### src/rtl/wdt_pkg.sv
package wdt_pkg;

  // ----------------------------------------
  // Register map
  // ----------------------------------------
  localparam logic [7:0] WDT_CNT_ADDR = 8'hD8;
  localparam logic [7:0] WDT_STAT_ADDR = 8'hDC;
  localparam logic [7:0] WDT_CNT_RESET = 8'hFE;
  // Reset value in counter order {soft reset, T5..T0}
  localparam logic [6:0] WDT_CNT_INIT = {WDT_CNT_RESET[1], WDT_CNT_RESET[2], WDT_CNT_RESET[3],
    WDT_CNT_RESET[4], WDT_CNT_RESET[5], WDT_CNT_RESET[6], WDT_CNT_RESET[7]};

  // ----------------------------------------
  // Field positions
  // ----------------------------------------
  localparam int WDT_ACT_BIT = 0;
  localparam int WDT_SR_BIT = 1;
  localparam int WDT_T_LO = 2;
  localparam int WDT_T_HI = 7;
  localparam int WDT_ST_ACTIVE = 0;
  localparam int WDT_ST_HW_OPT = 1;
  localparam int WDT_ST_EXT_OPT = 2;
  localparam int WDT_ST_STOP = 3;
  localparam int WDT_ST_PULSE = 4;

  // ----------------------------------------
  // Timing
  // ----------------------------------------
  localparam int WDT_CLK_NS = 8;
  localparam int WDT_STEP_CYCLES = 3072;
  localparam int WDT_RST_PULSE_NS = 500;
  localparam int WDT_RST_PULSE_CYCLES = (WDT_RST_PULSE_NS + WDT_CLK_NS - 1) / WDT_CLK_NS;
  localparam logic [11:0] WDT_STEP_LAST = 12'(WDT_STEP_CYCLES - 1);
  localparam logic [6:0] WDT_PULSE_LAST = 7'(WDT_RST_PULSE_CYCLES - 1);

  typedef enum logic [1:0] {
    WDT_RUN,
    WDT_PULSE,
    WDT_STOPPED
  } wdt_state_e;

endpackage

### src/rtl/wdt_top.sv
`timescale 1ns/1ns
module wdt_top (
  // Clock and reset
  input wire logic pclk,
  input wire logic presetn,
  // APB slave
  input wire logic psel,
  input wire logic penable,
  input wire logic pwrite,
  input wire logic [7:0] paddr,
  input wire logic [31:0] pwdata,
  output logic [31:0] prdata,
  output logic pready,
  output logic pslverr,
  // Factory options, caught after reset release
  input wire logic activation_option,
  input wire logic external_stop_control_option,
  // Low power control
  input wire logic stop_req,
  input wire logic nmi_pin,
  input wire logic wake_req,
  output logic stop_as_wait,
  output logic stop_mode,
  // Reset pin, open drain
  output logic rst_pin_o,
  output logic rst_pin_oe
);

  // ----------------------------------------
  // Declarations
  // ----------------------------------------
  logic opt_taken_q;
  logic hw_act_q;
  logic ext_stop_q;
  logic act_q;
  logic [6:0] cnt_q;
  logic [11:0] div_q;
  logic [6:0] pulse_q;
  wdt_pkg::wdt_state_e state_q;
  logic ready_q;
  logic [31:0] rdata_q;
  logic err_q;
  logic wait_q;
  logic access;
  logic wr_en;
  logic cnt_hit;
  logic step;
  logic frozen;
  logic fire;
  logic [7:0] cnt_view;
  logic [5:0] t_in;
  logic [31:0] rd_mux;
  logic rd_bad;
  logic act_d;
  logic [11:0] div_d;
  logic [6:0] cnt_d;
  wdt_pkg::wdt_state_e state_d;
  logic [6:0] pulse_d;
  logic wait_d;
  logic ready_d;
  logic [31:0] rdata_d;
  logic err_d;
  logic oe_q;
  logic stop_q;
  logic pin_lo_q;

  // ----------------------------------------
  // APB handshake
  // ----------------------------------------
  // One wait state so that read data can come from a flip-flop
  assign access = psel & penable;
  assign wr_en = access & ready_q & pwrite & (paddr == wdt_pkg::WDT_CNT_ADDR);
  assign ready_d = access & ~ready_q;

  always_ff @(posedge pclk or negedge presetn) begin
    if (!presetn) begin
      ready_q <= 1'b0;
    end else begin
      ready_q <= ready_d;
    end
  end

  // ----------------------------------------
  // Option capture
  // ----------------------------------------
  // Straps are caught once, so a strap moving later cannot disarm the watchdog
  always_ff @(posedge pclk or negedge presetn) begin
    if (!presetn) begin
      opt_taken_q <= 1'b0;
      hw_act_q <= 1'b0;
      ext_stop_q <= 1'b0;
    end else if (!opt_taken_q) begin
      opt_taken_q <= 1'b1;
      hw_act_q <= activation_option;
      ext_stop_q <= external_stop_control_option;
    end
  end

  // ----------------------------------------
  // Activation bit
  // ----------------------------------------
  // There is no path that clears the bit short of a reset
  always_comb begin
    act_d = act_q;
    if (!opt_taken_q) begin
      act_d = activation_option;
    end else if (hw_act_q) begin
      act_d = 1'b1;
    end else if (wr_en && pwdata[wdt_pkg::WDT_ACT_BIT]) begin
      act_d = 1'b1;
    end
  end

  always_ff @(posedge pclk or negedge presetn) begin
    if (!presetn) begin
      act_q <= 1'b0;
    end else begin
      act_q <= act_d;
    end
  end

  // ----------------------------------------
  // Decrement divider
  // ----------------------------------------
  assign frozen = (state_q == wdt_pkg::WDT_STOPPED);
  assign cnt_hit = (div_q == wdt_pkg::WDT_STEP_LAST);
  assign step = cnt_hit & ~frozen;

  // A refresh restarts the interval, so it always buys full steps
  always_comb begin
    div_d = div_q;
    if (wr_en) begin
      div_d = '0;
    end else if (!frozen) begin
      div_d = cnt_hit ? '0 : div_q + 12'd1;
    end
  end

  always_ff @(posedge pclk or negedge presetn) begin
    if (!presetn) begin
      div_q <= '0;
    end else begin
      div_q <= div_d;
    end
  end

  // ----------------------------------------
  // Counter
  // ----------------------------------------
  // Stored value is {soft reset, T5..T0}; the register shows T reversed
  always_comb begin
    for (int i = 0; i < 6; i++) begin
      t_in[i] = pwdata[wdt_pkg::WDT_T_HI - i];
    end
  end

  // With the watchdog idle the value wraps from 00 to 7F as a free timer
  always_comb begin
    cnt_d = cnt_q;
    if (wr_en) begin
      cnt_d = {pwdata[wdt_pkg::WDT_SR_BIT], t_in};
    end else if (step) begin
      cnt_d = cnt_q - 7'd1;
    end
  end

  always_ff @(posedge pclk or negedge presetn) begin
    if (!presetn) begin
      cnt_q <= wdt_pkg::WDT_CNT_INIT;
    end else begin
      cnt_q <= cnt_d;
    end
  end

  // ----------------------------------------
  // Reset cycle and stop control
  // ----------------------------------------
  // Soft-reset bit at zero while armed, by timeout or by a write
  assign fire = act_q & ~cnt_q[6];


  // ----------------------------------------
  // Next state
  // ----------------------------------------
  // A soft-reset bit held low retriggers the pulse once it ends
  // Stop with the watchdog idle enters stop, and the counter freezes too
  always_comb begin
    state_d = state_q;
    pulse_d = pulse_q;
    wait_d = 1'b0;
    case (state_q)
      wdt_pkg::WDT_RUN: begin
        if (fire) begin
          state_d = wdt_pkg::WDT_PULSE;
          pulse_d = '0;
        end else if (stop_req) begin
          if (act_q && !(ext_stop_q && nmi_pin)) begin
            wait_d = 1'b1;
          end else begin
            state_d = wdt_pkg::WDT_STOPPED;
          end
        end
      end
      wdt_pkg::WDT_PULSE: begin
        if (pulse_q == wdt_pkg::WDT_PULSE_LAST) begin
          state_d = wdt_pkg::WDT_RUN;
        end else begin
          pulse_d = pulse_q + 7'd1;
        end
      end
      wdt_pkg::WDT_STOPPED: begin
        if (fire) begin
          state_d = wdt_pkg::WDT_PULSE;
          pulse_d = '0;
        end else if (wake_req) begin
          state_d = wdt_pkg::WDT_RUN;
        end
      end
      default: begin
        state_d = wdt_pkg::WDT_RUN;
      end
    endcase
  end

  always_ff @(posedge pclk or negedge presetn) begin
    if (!presetn) begin
      state_q <= wdt_pkg::WDT_RUN;
      pulse_q <= '0;
      wait_q <= 1'b0;
    end else begin
      state_q <= state_d;
      pulse_q <= pulse_d;
      wait_q <= wait_d;
    end
  end

  // ----------------------------------------
  // Output flops
  // ----------------------------------------
  // Copies of the next state, so pins and flags come straight from flip-flops
  always_ff @(posedge pclk or negedge presetn) begin
    if (!presetn) begin
      oe_q <= 1'b0;
      stop_q <= 1'b0;
      pin_lo_q <= 1'b0;
    end else begin
      oe_q <= (state_d == wdt_pkg::WDT_PULSE);
      stop_q <= (state_d == wdt_pkg::WDT_STOPPED);
      pin_lo_q <= 1'b0;
    end
  end

  // ----------------------------------------
  // Read data
  // ----------------------------------------
  always_comb begin
    for (int i = 0; i < 6; i++) begin
      cnt_view[wdt_pkg::WDT_T_HI - i] = cnt_q[i];
    end
    cnt_view[wdt_pkg::WDT_SR_BIT] = cnt_q[6];
    cnt_view[wdt_pkg::WDT_ACT_BIT] = act_q;
  end

  always_comb begin
    rd_mux = '0;
    rd_bad = 1'b0;
    if (paddr == wdt_pkg::WDT_CNT_ADDR) begin
      rd_mux[7:0] = cnt_view;
    end else if (paddr == wdt_pkg::WDT_STAT_ADDR) begin
      rd_mux[wdt_pkg::WDT_ST_ACTIVE] = act_q;
      rd_mux[wdt_pkg::WDT_ST_HW_OPT] = hw_act_q;
      rd_mux[wdt_pkg::WDT_ST_EXT_OPT] = ext_stop_q;
      rd_mux[wdt_pkg::WDT_ST_STOP] = frozen;
      rd_mux[wdt_pkg::WDT_ST_PULSE] = (state_q == wdt_pkg::WDT_PULSE);
    end else begin
      rd_bad = 1'b1;
    end
  end

  // Bit 0 of the counter view shows the real active state under either option
  always_comb begin
    rdata_d = '0;
    err_d = 1'b0;
    if (access && !ready_q) begin
      rdata_d = pwrite ? '0 : rd_mux;
      err_d = rd_bad | (pwrite & (paddr == wdt_pkg::WDT_STAT_ADDR));
    end
  end

  always_ff @(posedge pclk or negedge presetn) begin
    if (!presetn) begin
      rdata_q <= '0;
      err_q <= 1'b0;
    end else begin
      rdata_q <= rdata_d;
      err_q <= err_d;
    end
  end

  // ----------------------------------------
  // Outputs
  // ----------------------------------------
  assign prdata = rdata_q;
  assign pready = ready_q;
  assign pslverr = err_q;
  assign stop_as_wait = wait_q;
  assign stop_mode = stop_q;
  assign rst_pin_o = pin_lo_q;
  assign rst_pin_oe = oe_q;

endmodule

### config.mk
export PLATFORM = sky130hd
export DESIGN_NAME = wdt_top
export DESIGN_NICKNAME = d
export VERILOG_FILES = /design/src/rtl/wdt_pkg.sv /design/src/rtl/wdt_top.sv
export SDC_FILE = /design/constraint.sdc
export NUM_CORES = 1
export LEC_CHECK = 0
export CORE_MARGIN = 4
export CORE_UTILIZATION = 63
export CTS_CLUSTER_DIAMETER = 50
export CTS_CLUSTER_SIZE = 25
export DETAILED_ROUTE_END_ITERATION = 6
export DONT_BUFFER_PORTS = 1
export PLACE_DENSITY = 0.79
export RECOVER_POWER = 25
export SLEW_MARGIN = 20
export SYNTH_ARGS = -nofsm -noshare
export SYNTH_HDL_FRONTEND = slang
export SYNTH_SLANG_ARGS = --single-unit
### constraint.sdc
create_clock -name pclk -period 2.2 [get_ports pclk]
set_input_delay 0.55 -clock pclk [delete_from_list [all_inputs] [get_ports pclk]]
set_output_delay 0.55 -clock pclk [all_outputs]
set_load 0.005 [all_outputs]
==> results of run 1 <==
synth_stat cells, types with 2 or more instances:
cell                       number  area (sq um)
sky130_fd_sc_hd__mux2i_1        4          40.0
sky130_fd_sc_hd__buf_2          2          10.0
sky130_fd_sc_hd__a31oi_1        8          50.1
sky130_fd_sc_hd__nor3b_1        2          15.0
sky130_fd_sc_hd__and4_1         4          35.0
sky130_fd_sc_hd__and4b_1        2          20.0
sky130_fd_sc_hd__xnor2_1        3          26.3
sky130_fd_sc_hd__buf_4         26           195
sky130_fd_sc_hd__o21ai_0        6          30.0
sky130_fd_sc_hd__and3_1         2          12.5
sky130_fd_sc_hd__nand2_1       17          63.8
sky130_fd_sc_hd__or4b_1         2          20.0
sky130_fd_sc_hd__o211ai_1       2          15.0
sky130_fd_sc_hd__conb_1         2          7.51
sky130_fd_sc_hd__xor2_1         6          52.6
sky130_fd_sc_hd__clkbuf_1       5          18.8
sky130_fd_sc_hd__or4_1          7          52.6
sky130_fd_sc_hd__o21a_1         2          15.0
sky130_fd_sc_hd__nor4_1         2          12.5
sky130_fd_sc_hd__nor2_1        26          97.6
sky130_fd_sc_hd__nand2b_1       4          25.0
sky130_fd_sc_hd__dfstp_2        7           184
sky130_fd_sc_hd__nand4_1        6          37.5
sky130_fd_sc_hd__nand3_1       10          50.1
sky130_fd_sc_hd__nor2b_1        2          12.5
sky130_fd_sc_hd__mux2_2         2          22.5
sky130_fd_sc_hd__inv_1          7          26.3
sky130_fd_sc_hd__a221oi_1       2          17.5
sky130_fd_sc_hd__nor3_1         6          30.0
sky130_fd_sc_hd__ha_1           4          50.1
sky130_fd_sc_hd__or3_1          2          12.5
sky130_fd_sc_hd__a21oi_1        7          35.0
sky130_fd_sc_hd__o31ai_1        7          52.6
sky130_fd_sc_hd__dfrtp_1       38           951
per-stage QoR:
step | setup WS (ns) | hold WS (ns) | utilization [%] | cells | area, sq um
6_report | 0.266 | 0.0898 | 67.6 | 299 | 2490
5_1_grt | 0.130 | 0.0734 | 67.6 | 299 | 2490
4_1_cts | 0.260 | 0.0764 | 67.8 | 299 | 2500
3_5_place_dp | 0.282 | 0.255 | 64.3 | 290 | 2370
3_3_place_gp | 0.331 | 0.255 | 64.3 | 290 | 2370
2_1_floorplan | 0.475 | 0.254 | - | 272 | 2520
power by group through the flow:
stage	clock network, mW	logic [mW]	registers, mW
floorplan	0	0.331	1.05
global placement	0	0.320	1.08
detailed placement	0	0.334	1.08
CTS	0.630	0.355	1.07
global route	0.666	0.410	1.09
finish	0.612	0.349	1.07
logic make-up after synthesis:
logic type      count (synthesis)  synth area share, %
compound gates                 39                 10.7
buf+inv                        41                 10.8
fa+ha+maj                       4                 2.06
flops                          45                 46.7
other cells                     2                0.309
mux                             6                 2.58
xor+xnor                        9                 3.25
simple gates                  102                 23.6
path summary, 6_finish.rpt:
check / end / slack (ns) / cells after the start
setup / recovery: cnt_q[6] / 0.27 / 5
hold / removal: cnt_q[2] / 0.09 / 0
setup reg to reg: cnt_q[6] / 0.27 / 5
hold reg to reg: act_q / 0.53 / 1
max in group asynchronous: div_q[7] / 0.48 / 1
min in group pclk: prdata[5] / 0.31 / 1
placed cells by master, fill, tap and decap left out, types with 7 or more instances in the layout:
cell type                 synthesis  layout
sky130_fd_sc_hd__dfrtp_1         38      38
sky130_fd_sc_hd__dfstp_2          7       7
sky130_fd_sc_hd__conb_1           2      26
sky130_fd_sc_hd__a31oi_1          8       8
sky130_fd_sc_hd__o31ai_1          7       7
sky130_fd_sc_hd__or4_1            7       7
sky130_fd_sc_hd__nand3_1         10      10
sky130_fd_sc_hd__inv_1            7       7
sky130_fd_sc_hd__nor2_1          26      26
sky130_fd_sc_hd__a21oi_1          7       7
sky130_fd_sc_hd__nand2_1         17      17
per-layer routing:
| layer | vias up | track usage (%) | share of wire (%) |
|---|---|---|---|
| met4 | 0 | 6.38 | 1.1 |
| met2 | 48 | 32.7 | 51 |
| met1 | 861 | 27.2 | 43 |
| li1 | 834 | - | - |
| met3 | 7 | 3.45 | 5.6 |
| met5 | - | 0 | 0 |
cell type report:
cell class / instances / area [sq um]
Tap cell: 48 / 60.1
Inverter: 7 / 26.3
Sequential cell: 45 / 1130
Fill cell: 314 / 1190
Clock buffer: 6 / 72.6
Clock inverter: 2 / 35.0
Multi-Input combinational cell: 186 / 1120
Timing Repair Buffer: 5 / 42.5
flip-flops by register name, summed over array words and instances (netlist names):
name,flops
act_q,1
state_q,2
pulse_q,7
pslverr,1
rst_pin_oe,1
div_q,12
cnt_q,7
ext_stop_q,1
hw_act_q,1
opt_taken_q,1
pready,1
stop_as_wait,1
stop_mode,1
prdata,8
what timing repair did:
action / 4_1_cts / 5_1_grt
hold buffers: 1 / 0
gates resized for setup: 0 / 0
hold endpoints to repair: 38 / 0
==> results.yml, run 1 <==
outcome:
  outcome: "complete, but fails checks"
  violations: "capacitance limit, slew limit"
die:
  start_util_pct: 65.8
  die-area_sq_mm: 0.00491
  pin_count: 88
  die_w_um: 70.1
  design.core.area_sq_mm: 0.00369
  floorplan.die.height_um: 70.1
  placement_rows: 22
power:
  seq_power_share_pct: 52.7
  power.total_mw: 2.03
  worst_ir_drop_vdd_v: 0.000544
  switching_power_mw: 0.608
  comb_power_share_pct: 17.2
  power.density_cell_area_mw_per_mm2: 815
  total_leakage_power_nw: 1.10
  p_sw_share_pct: 29.9
  cell_internal_pwr_mw: 1.42
  power_frac_clock_pct: 30.1
sta:
  setup-tns-final_ns: 0
  period_needed_ns: 1.93
  max_freq_ghz: 0.517
  final_hold_viol_count: 0
  setup_viol: 0
  rsz_0062_raised_after_global_routing: "false"
  slew_headroom_pct: -8.97
  finClkSkew_ns: 0.0131
  tightestPinTransition_ns: 1.63
  final_min_period_over_clock_period_pct: 87.9
  maxSlewViolCount: 39
clock_network:
  cts-root-buf: "sky130_fd_sc_hd__clkbuf_8"
  tritoncts.num_buffers: 5
  clock-sinks: 45
  post-cts-setup-buffers: 0
  number_of_levels_the_h_tree_was_split_into: 2
  worstSkewPairLatency_ns: 0.30
  ctsLongestPathBuffers: 2
  tritoncts: "done"
  worst_setup_hold_path_clk_slew_ns: 0.08
critical_path:
  crit_arrival_ns: 2.15
  start_to_end_type_of_the_worst_setup_path: "register to register"
  timing.critical_path.slowest_cell_delay_ns: 0.48
  data_required_critical_path_ns: 2.41
  largest_driver_fanout_on_the_critical_path: 6
  rr_startpoint: "div_q[0]"
  timing.critical_path.from_type: "register"
  critical-path-top-delay-family: "simple AND/OR/NAND/NOR gates"
  timing.critical_path.from: "div_q[0]"
  crit_buf_inv: 0
  worstSetupEndpointType: "register"
  standard_cell_with_the_maximum_stage_delay_on_the_critical_path: "sky130_fd_sc_hd__or4_1"
  cell_by_cell_listing_of_the_critical_path: "ha_1 > and4_1 > nand3_2 > or4_1 > a31oi_1"
synth:
  syn_avg_cell_area_sq_um: 9.79
  synth_seq_cells: 45
  postSynthCellCount: 248
  netlist_area_sq_mm: 0.00243
  synth_warnings: 0
  number_of_library_cell_types_mapped_by_synthesis: 48
  asyncSetResetFlopFracSynth_pct: 100
  synth_ff_type: "sky130_fd_sc_hd__dfrtp_1"
  synth_sequential_area_ratio_pct: 46.7
  count_of_flip_flops_with_a_built_in_enable_after_synthesis: 0
grt:
  grt_start_max_net_pins: 39
  grt_first_pass_wirelength_mm: 7.96
  global_route.usage.total_pct: 20.1
  global_route.overflow_total: 0
  grt_antenna_before_repair: 0
  grt_pass1_vias: 1692
layout:
  area.growth.synth_to_final_pct: 2.68
  final_layout_size_suffix_gt1_share_pct: 10.4
  finish.net_count: 304
  antenna_cells_inserted: 0
routing:
  drtAntennaViolNets: 0
  route.vias.total: 1750
  drc_errors: 0
  routed_wirelength_mm: 4.68
  first_pass_iters: 5
  detail_route.iter0.violations: 129
  average_routed_wire_per_standard_cell_um: 15.7
  routed_via_density: 5.85
placement:
  gp_congestion: 0.841
  place_hpwl_mm: 3.37
  io_buffer_count: 0
job:
  max_cap_viol_count: 1
min_path:
  hold_path_class: "input port to asynchronous set/reset pin"
Note: power is estimated with default switching activity, not from simulation.
==> inputs of run 2 (changes only) <==
--- a/config.mk
+++ b/config.mk
@@ -12,7 +12,7 @@
 export DETAILED_ROUTE_END_ITERATION = 6
 export DONT_BUFFER_PORTS = 1
 export PLACE_DENSITY = 0.79
-export RECOVER_POWER = 25
+export RECOVER_POWER = 100
 export SLEW_MARGIN = 20
 export SYNTH_ARGS = -nofsm -noshare
 export SYNTH_HDL_FRONTEND = slang
==> run 2 against run 1 <==
The run still ends with capacitance limit, slew limit left. Register-to-register slack worse by 0.05 ns. Hold slack gained 0.0017 ns. Clock power hardly changed. First-iteration DRC count shrank 4.7%. Die area is the same. Clock skew grew 0.00059 ns. Non-clock buffer count did not move. Critical endpoint unchanged. Largest cell class unchanged. Sequential cell count stayed put. Cell area down 0.65%. Sequential share of layout area up 0.30 points. Via count fell by 0.63%.
==> results.yml, run 2 (synthesis results as in run 1) <==
routing:
  routed_via_density: 5.82
  routed_wirelength_mm: 4.64
  first_pass_iters: 4
  route.vias.total: 1739
  drc_errors: 0
  detail_route.iter0.violations: 123
  average_routed_wire_per_standard_cell_um: 15.5
  drtAntennaViolNets: 0
clock_network:
  cts-root-buf: "sky130_fd_sc_hd__clkbuf_8"
  worst_setup_hold_path_clk_slew_ns: 0.08
  worstSkewPairLatency_ns: 0.30
  cts-resized-gates: 0
  tritoncts.num_buffers: 5
  number_of_levels_the_h_tree_was_split_into: 2
  post-cts-setup-buffers: 0
  clock-sinks: 45
  hold_buffers: 1
  ctsLongestPathBuffers: 2
  tritoncts: "done"
sta:
  max_freq_ghz: 0.505
  setup_viol: 0
  timing.hold.ws_ns: 0.0916
  slew_headroom_pct: -8.01
  maxSlewViolCount: 39
  final_min_period_over_clock_period_pct: 90.0
  setup_ws_ns: 0.219
  final_hold_viol_count: 0
  rsz_0062_raised_after_global_routing: "false"
  setup-tns-final_ns: 0
  tightestPinTransition_ns: 1.62
  period_needed_ns: 1.98
  finClkSkew_ns: 0.0137
placement:
  placed_cells_incl_taps: 290
  preCtsSetupSlack_ns: 0.282
  io_buffer_count: 0
  place_hpwl_mm: 3.37
  detailed_place.area_sq_mm: 0.00237
  gp_congestion: 0.841
die:
  design.core.area_sq_mm: 0.00369
  floorplan.die.height_um: 70.1
  placement_rows: 22
  die_w_um: 70.1
  pin_count: 88
  start_util_pct: 65.8
  die-area_sq_mm: 0.00491
layout:
  area.sequential_sq_mm: 0.00113
  finish.net_count: 304
  final_cell_area_sq_mm: 0.00248
  final_layout_size_suffix_gt1_share_pct: 8.37
  post_layout_nonfiller_instances: 299
  antenna_cells_inserted: 0
  layout_commonest_cell: "sky130_fd_sc_hd__dfrtp_1"
  largest_reg_flops: 12
  n_fill_cell: 318
  multi_input_comb_area_sq_mm: 0.00112
  top_library_cells_by_usage_in_the_layout_fill_and_taps_aside: "sky130_fd_sc_hd__dfrtp_1 (38), sky130_fd_sc_hd__nor2_1 (26), sky130_fd_sc_hd__conb_1 (26)"
  finalCoreUtilization_pct: 67.2
  area.growth.synth_to_final_pct: 2.01
  max_flop_register: "div_q"
critical_path:
  crit_arrival_ns: 2.19
  worstSetupEndpointType: "register"
  largest_driver_fanout_on_the_critical_path: 6
  timing.critical_path.from_type: "register"
  start_to_end_type_of_the_worst_setup_path: "register to register"
  crit_buf_inv: 0
  critical-path-top-delay-family: "simple AND/OR/NAND/NOR gates"
  data_required_critical_path_ns: 2.41
  standard_cell_with_the_maximum_stage_delay_on_the_critical_path: "sky130_fd_sc_hd__or4_1"
  cell_by_cell_listing_of_the_critical_path: "ha_1 > and4_1 > nand3_1 > or4_1 > a31oi_1"
  timing.critical_path.slowest_cell_delay_ns: 0.50
power:
  worst_ir_drop_vdd_v: 0.000543
  total_leakage_power_nw: 1.09
  power.total_mw: 2.02
  power.density_cell_area_mw_per_mm2: 817
grt:
  grt_pass1_vias: 1692
  global_route.overflow_total: 0
  grt_first_pass_wirelength_mm: 7.96
  global_route.usage.total_pct: 20.1
  grt_antenna_before_repair: 0
  grt_start_max_net_pins: 39
outcome:
  outcome: "complete, but fails checks"
  violations: "capacitance limit, slew limit"
min_path:
  hold_path_class: "input port to asynchronous set/reset pin"
job:
  max_cap_viol_count: 1
==> run 2: worst paths after layout <==
path	end	startpoint	cells past startpoint	slack [ns]
max in group asynchronous	div_q[7]	presetn	1	0.50
hold reg to reg	act_q	opt_taken_q	1	0.53
setup reg to reg	cnt_q[6]	div_q[0]	5	0.22
min in group pclk	prdata[5]	paddr[2]	1	0.32
hold / removal	cnt_q[2]	presetn	0	0.09
setup / recovery	cnt_q[6]	div_q[0]	5	0.22
==> run 2: per-layer routing <==
layer  GRT usage [%]  routed length, um  vias to the layer above
met5               0                  0                        -
met4            6.38                 50                        0
met3            3.45                235                        7
met2            32.7               2380                       40
met1            27.2               1980                      858
li1                -                  -                      834
==> run 2: cell type report <==
class / count / share of cell area [%]
clock buffers: 6 / 2.93
clock inverters: 2 / 1.41
inverters: 7 / 1.06
multi-input cells: 186 / 45.1
flip-flops and latches: 45 / 45.8
well taps: 48 / 2.42
repair buffers: 5 / 1.26
==> run 2: power by group <==
part | leakage (nW) | switching (mW) | total, mW | internal (mW)
registers | 0.549 | 0.130 | 1.07 | 0.941
logic | 0.486 | 0.201 | 0.344 | 0.144
clock network | 0.0552 | 0.272 | 0.609 | 0.337
total | 1.09 | 0.603 | 2.02 | 1.42
==> inputs of run 3 (changes only) <==
--- a/config.mk
+++ b/config.mk
@@ -5,13 +5,13 @@
 export SDC_FILE = /design/constraint.sdc
 export NUM_CORES = 1
 export LEC_CHECK = 0
+export BUFFER_PORTS_ARGS = -buffer_cell sky130_fd_sc_hd__buf_4
 export CORE_MARGIN = 4
-export CORE_UTILIZATION = 63
+export CORE_UTILIZATION = 50
 export CTS_CLUSTER_DIAMETER = 50
 export CTS_CLUSTER_SIZE = 25
 export DETAILED_ROUTE_END_ITERATION = 6
-export DONT_BUFFER_PORTS = 1
-export PLACE_DENSITY = 0.79
+export PLACE_DENSITY = 0.81
 export RECOVER_POWER = 100
 export SLEW_MARGIN = 20
 export SYNTH_ARGS = -nofsm -noshare
==> run 3 against run 2 <==
The run now ends clean. Non-clock buffer count increased by 38. Hold slack improved by 0.35 ns. Global-route usage decreased by 4.2 points.
==> results.yml, run 3 (synthesis results as in run 1) <==
critical_path:
  timing.critical_path.from_type: "register"
  timing.critical_path.from: "div_q[0]"
  critical_r2r_capture: "cnt_q[6]"
  start_to_end_type_of_the_worst_setup_path: "register to register"
  worstSetupEndpointType: "register"
  crit_arrival_ns: 2.18
  critical_path_destination: "cnt_q[6]"
  rr_startpoint: "div_q[0]"
  largest_driver_fanout_on_the_critical_path: 6
  data_required_critical_path_ns: 2.41
  reg2regPathDepth: 5
  rrSetupSlack_ns: 0.23
job:
  max_cap_viol_count: 0
layout:
  post_layout_nonfiller_instances: 356
  antenna_cells_inserted: 0
  max_flop_register: "div_q"
  area.growth.synth_to_final_pct: 15.4
  finish.net_count: 342
  n_fill_cell: 395
  largest_reg_flops: 12
  top_library_cells_by_usage_in_the_layout_fill_and_taps_aside: "sky130_fd_sc_hd__dfrtp_1 (38), sky130_fd_sc_hd__nor2_1 (26), sky130_fd_sc_hd__conb_1 (26)"
  final_layout_size_suffix_gt1_share_pct: 20.8
  multi_input_comb_area_sq_mm: 0.00112
  area.sequential_sq_mm: 0.00113
  final_cell_area_sq_mm: 0.00280
  layout_commonest_cell: "sky130_fd_sc_hd__dfrtp_1"
sta:
  final_min_period_over_clock_period_pct: 89.5
  setup-tns-final_ns: 0
  maxSlewViolCount: 0
  tightestPinTransition_ns: 1.07
  setup_viol: 0
  slew_headroom_pct: 28.7
  period_needed_ns: 1.97
  rsz_0062_raised_after_global_routing: "false"
  timing.hold.ws_ns: 0.437
  final_hold_viol_count: 0
  max_freq_ghz: 0.508
  finClkSkew_ns: 0.0129
die:
  die_w_um: 77.7
  die-area_sq_mm: 0.00604
  pin_count: 88
  start_util_pct: 51.4
  design.core.area_sq_mm: 0.00472
  placement_rows: 25
  floorplan.die.height_um: 77.7
clock_network:
  worstSkewPairLatency_ns: 0.30
  post-cts-setup-buffers: 0
  number_of_levels_the_h_tree_was_split_into: 2
  tritoncts: "done"
  tritoncts.num_buffers: 5
  cts-resized-gates: 0
  clock-sinks: 45
  ctsLongestPathBuffers: 2
  hold_buffers: 0
  cts-root-buf: "sky130_fd_sc_hd__clkbuf_8"
  worst_setup_hold_path_clk_slew_ns: 0.09
routing:
  drtAntennaViolNets: 0
  routed_via_density: 5.19
  average_routed_wire_per_standard_cell_um: 13.1
  first_pass_iters: 4
  detail_route.iter0.violations: 65
  drc_errors: 0
  routed_wirelength_mm: 4.68
  route.vias.total: 1847
placement:
  place_hpwl_mm: 3.45
  gp_congestion: 0.832
  placed_cells_incl_taps: 348
  detailed_place.area_sq_mm: 0.00269
  io_buffer_count: 38
min_path:
  hold_path_class: "input port to asynchronous set/reset pin"
grt:
  grt_start_max_net_pins: 46
  grt_pass1_vias: 1707
  global_route.overflow_total: 0
  grt_first_pass_wirelength_mm: 7.73
  grt_antenna_before_repair: 0
  global_route.usage.total_pct: 15.9
outcome:
  outcome: "finished, final reports clean"
power:
  worst_ir_drop_vdd_v: 0.000416
  power.density_cell_area_mw_per_mm2: 780
  total_leakage_power_nw: 1.27
[run 3: cell types whose count changed in the layout (fill, tap and decap cells not counted)]
cell	previous run	this run
sky130_fd_sc_hd__bufinv_16	1	2
sky130_fd_sc_hd__clkbuf_4	0	15
sky130_fd_sc_hd__dlymetal6s4s_1	1	0
sky130_fd_sc_hd__clkbuf_2	0	1
sky130_fd_sc_hd__buf_4	1	23
[run 3: area by class of cell]
type | instances | share of cell area [%]
multi-input combinational | 186 | 39.9
tap | 67 | 2.99
clock buffer | 5 | 2.46
inverter | 7 | 0.938
sequential | 45 | 40.5
timing repair buffer | 43 | 10.9
clock inverter | 3 | 2.32
[run 3: per-layer routing]
metal | routed length, um | track usage, % | vias to the layer above
met4 | 46 | 4.09 | 0
met3 | 291 | 4.41 | 5
met2 | 2380 | 28.0 | 41
met1 | 1960 | 18.9 | 887
met5 | 0 | 0 | -
li1 | - | - | 914
[run 3: worst max-delay path, cell delays in order, from the launching register on]
cell	delay (ns)
sky130_fd_sc_hd__dfrtp_1	0.41
sky130_fd_sc_hd__ha_1	0.21
sky130_fd_sc_hd__and4_1	0.36
sky130_fd_sc_hd__nand3_1	0.24
sky130_fd_sc_hd__or4_1	0.50
sky130_fd_sc_hd__a31oi_1	0.18
[run 3: worst min path at each step]
stage          cells past startpoint  slack [ns]   endpoint
2_1_floorplan                      0        0.25      act_q
3_3_place_gp                       1        0.49     pready
3_5_place_dp                       1        0.50     pready
4_1_cts                            1        0.25  prdata[0]
5_1_grt                            3        0.47   cnt_q[1]
6_report                           1        0.44  prdata[0]
[run 3: where the power goes]
| part | internal (mW) | switching, mW | leakage (nW) |
|---|---|---|---|
| combinational | 0.175 | 0.215 | 0.656 |
| sequential | 0.941 | 0.125 | 0.549 |
| clock | 0.451 | 0.276 | 0.0681 |
| total | 1.57 | 0.617 | 1.27 |
[run 3: stage by stage]
stage                     worst slack [ns]  total power [mW]  util (%)
final                                0.230              2.18      59.3
after detailed placement             0.211              1.48      57.0
after global placement               0.220              1.46      57.0
after floorplan                      0.475              1.39         -
after global routing                 0.101              2.33      59.3
after CTS                            0.280              2.22      59.8
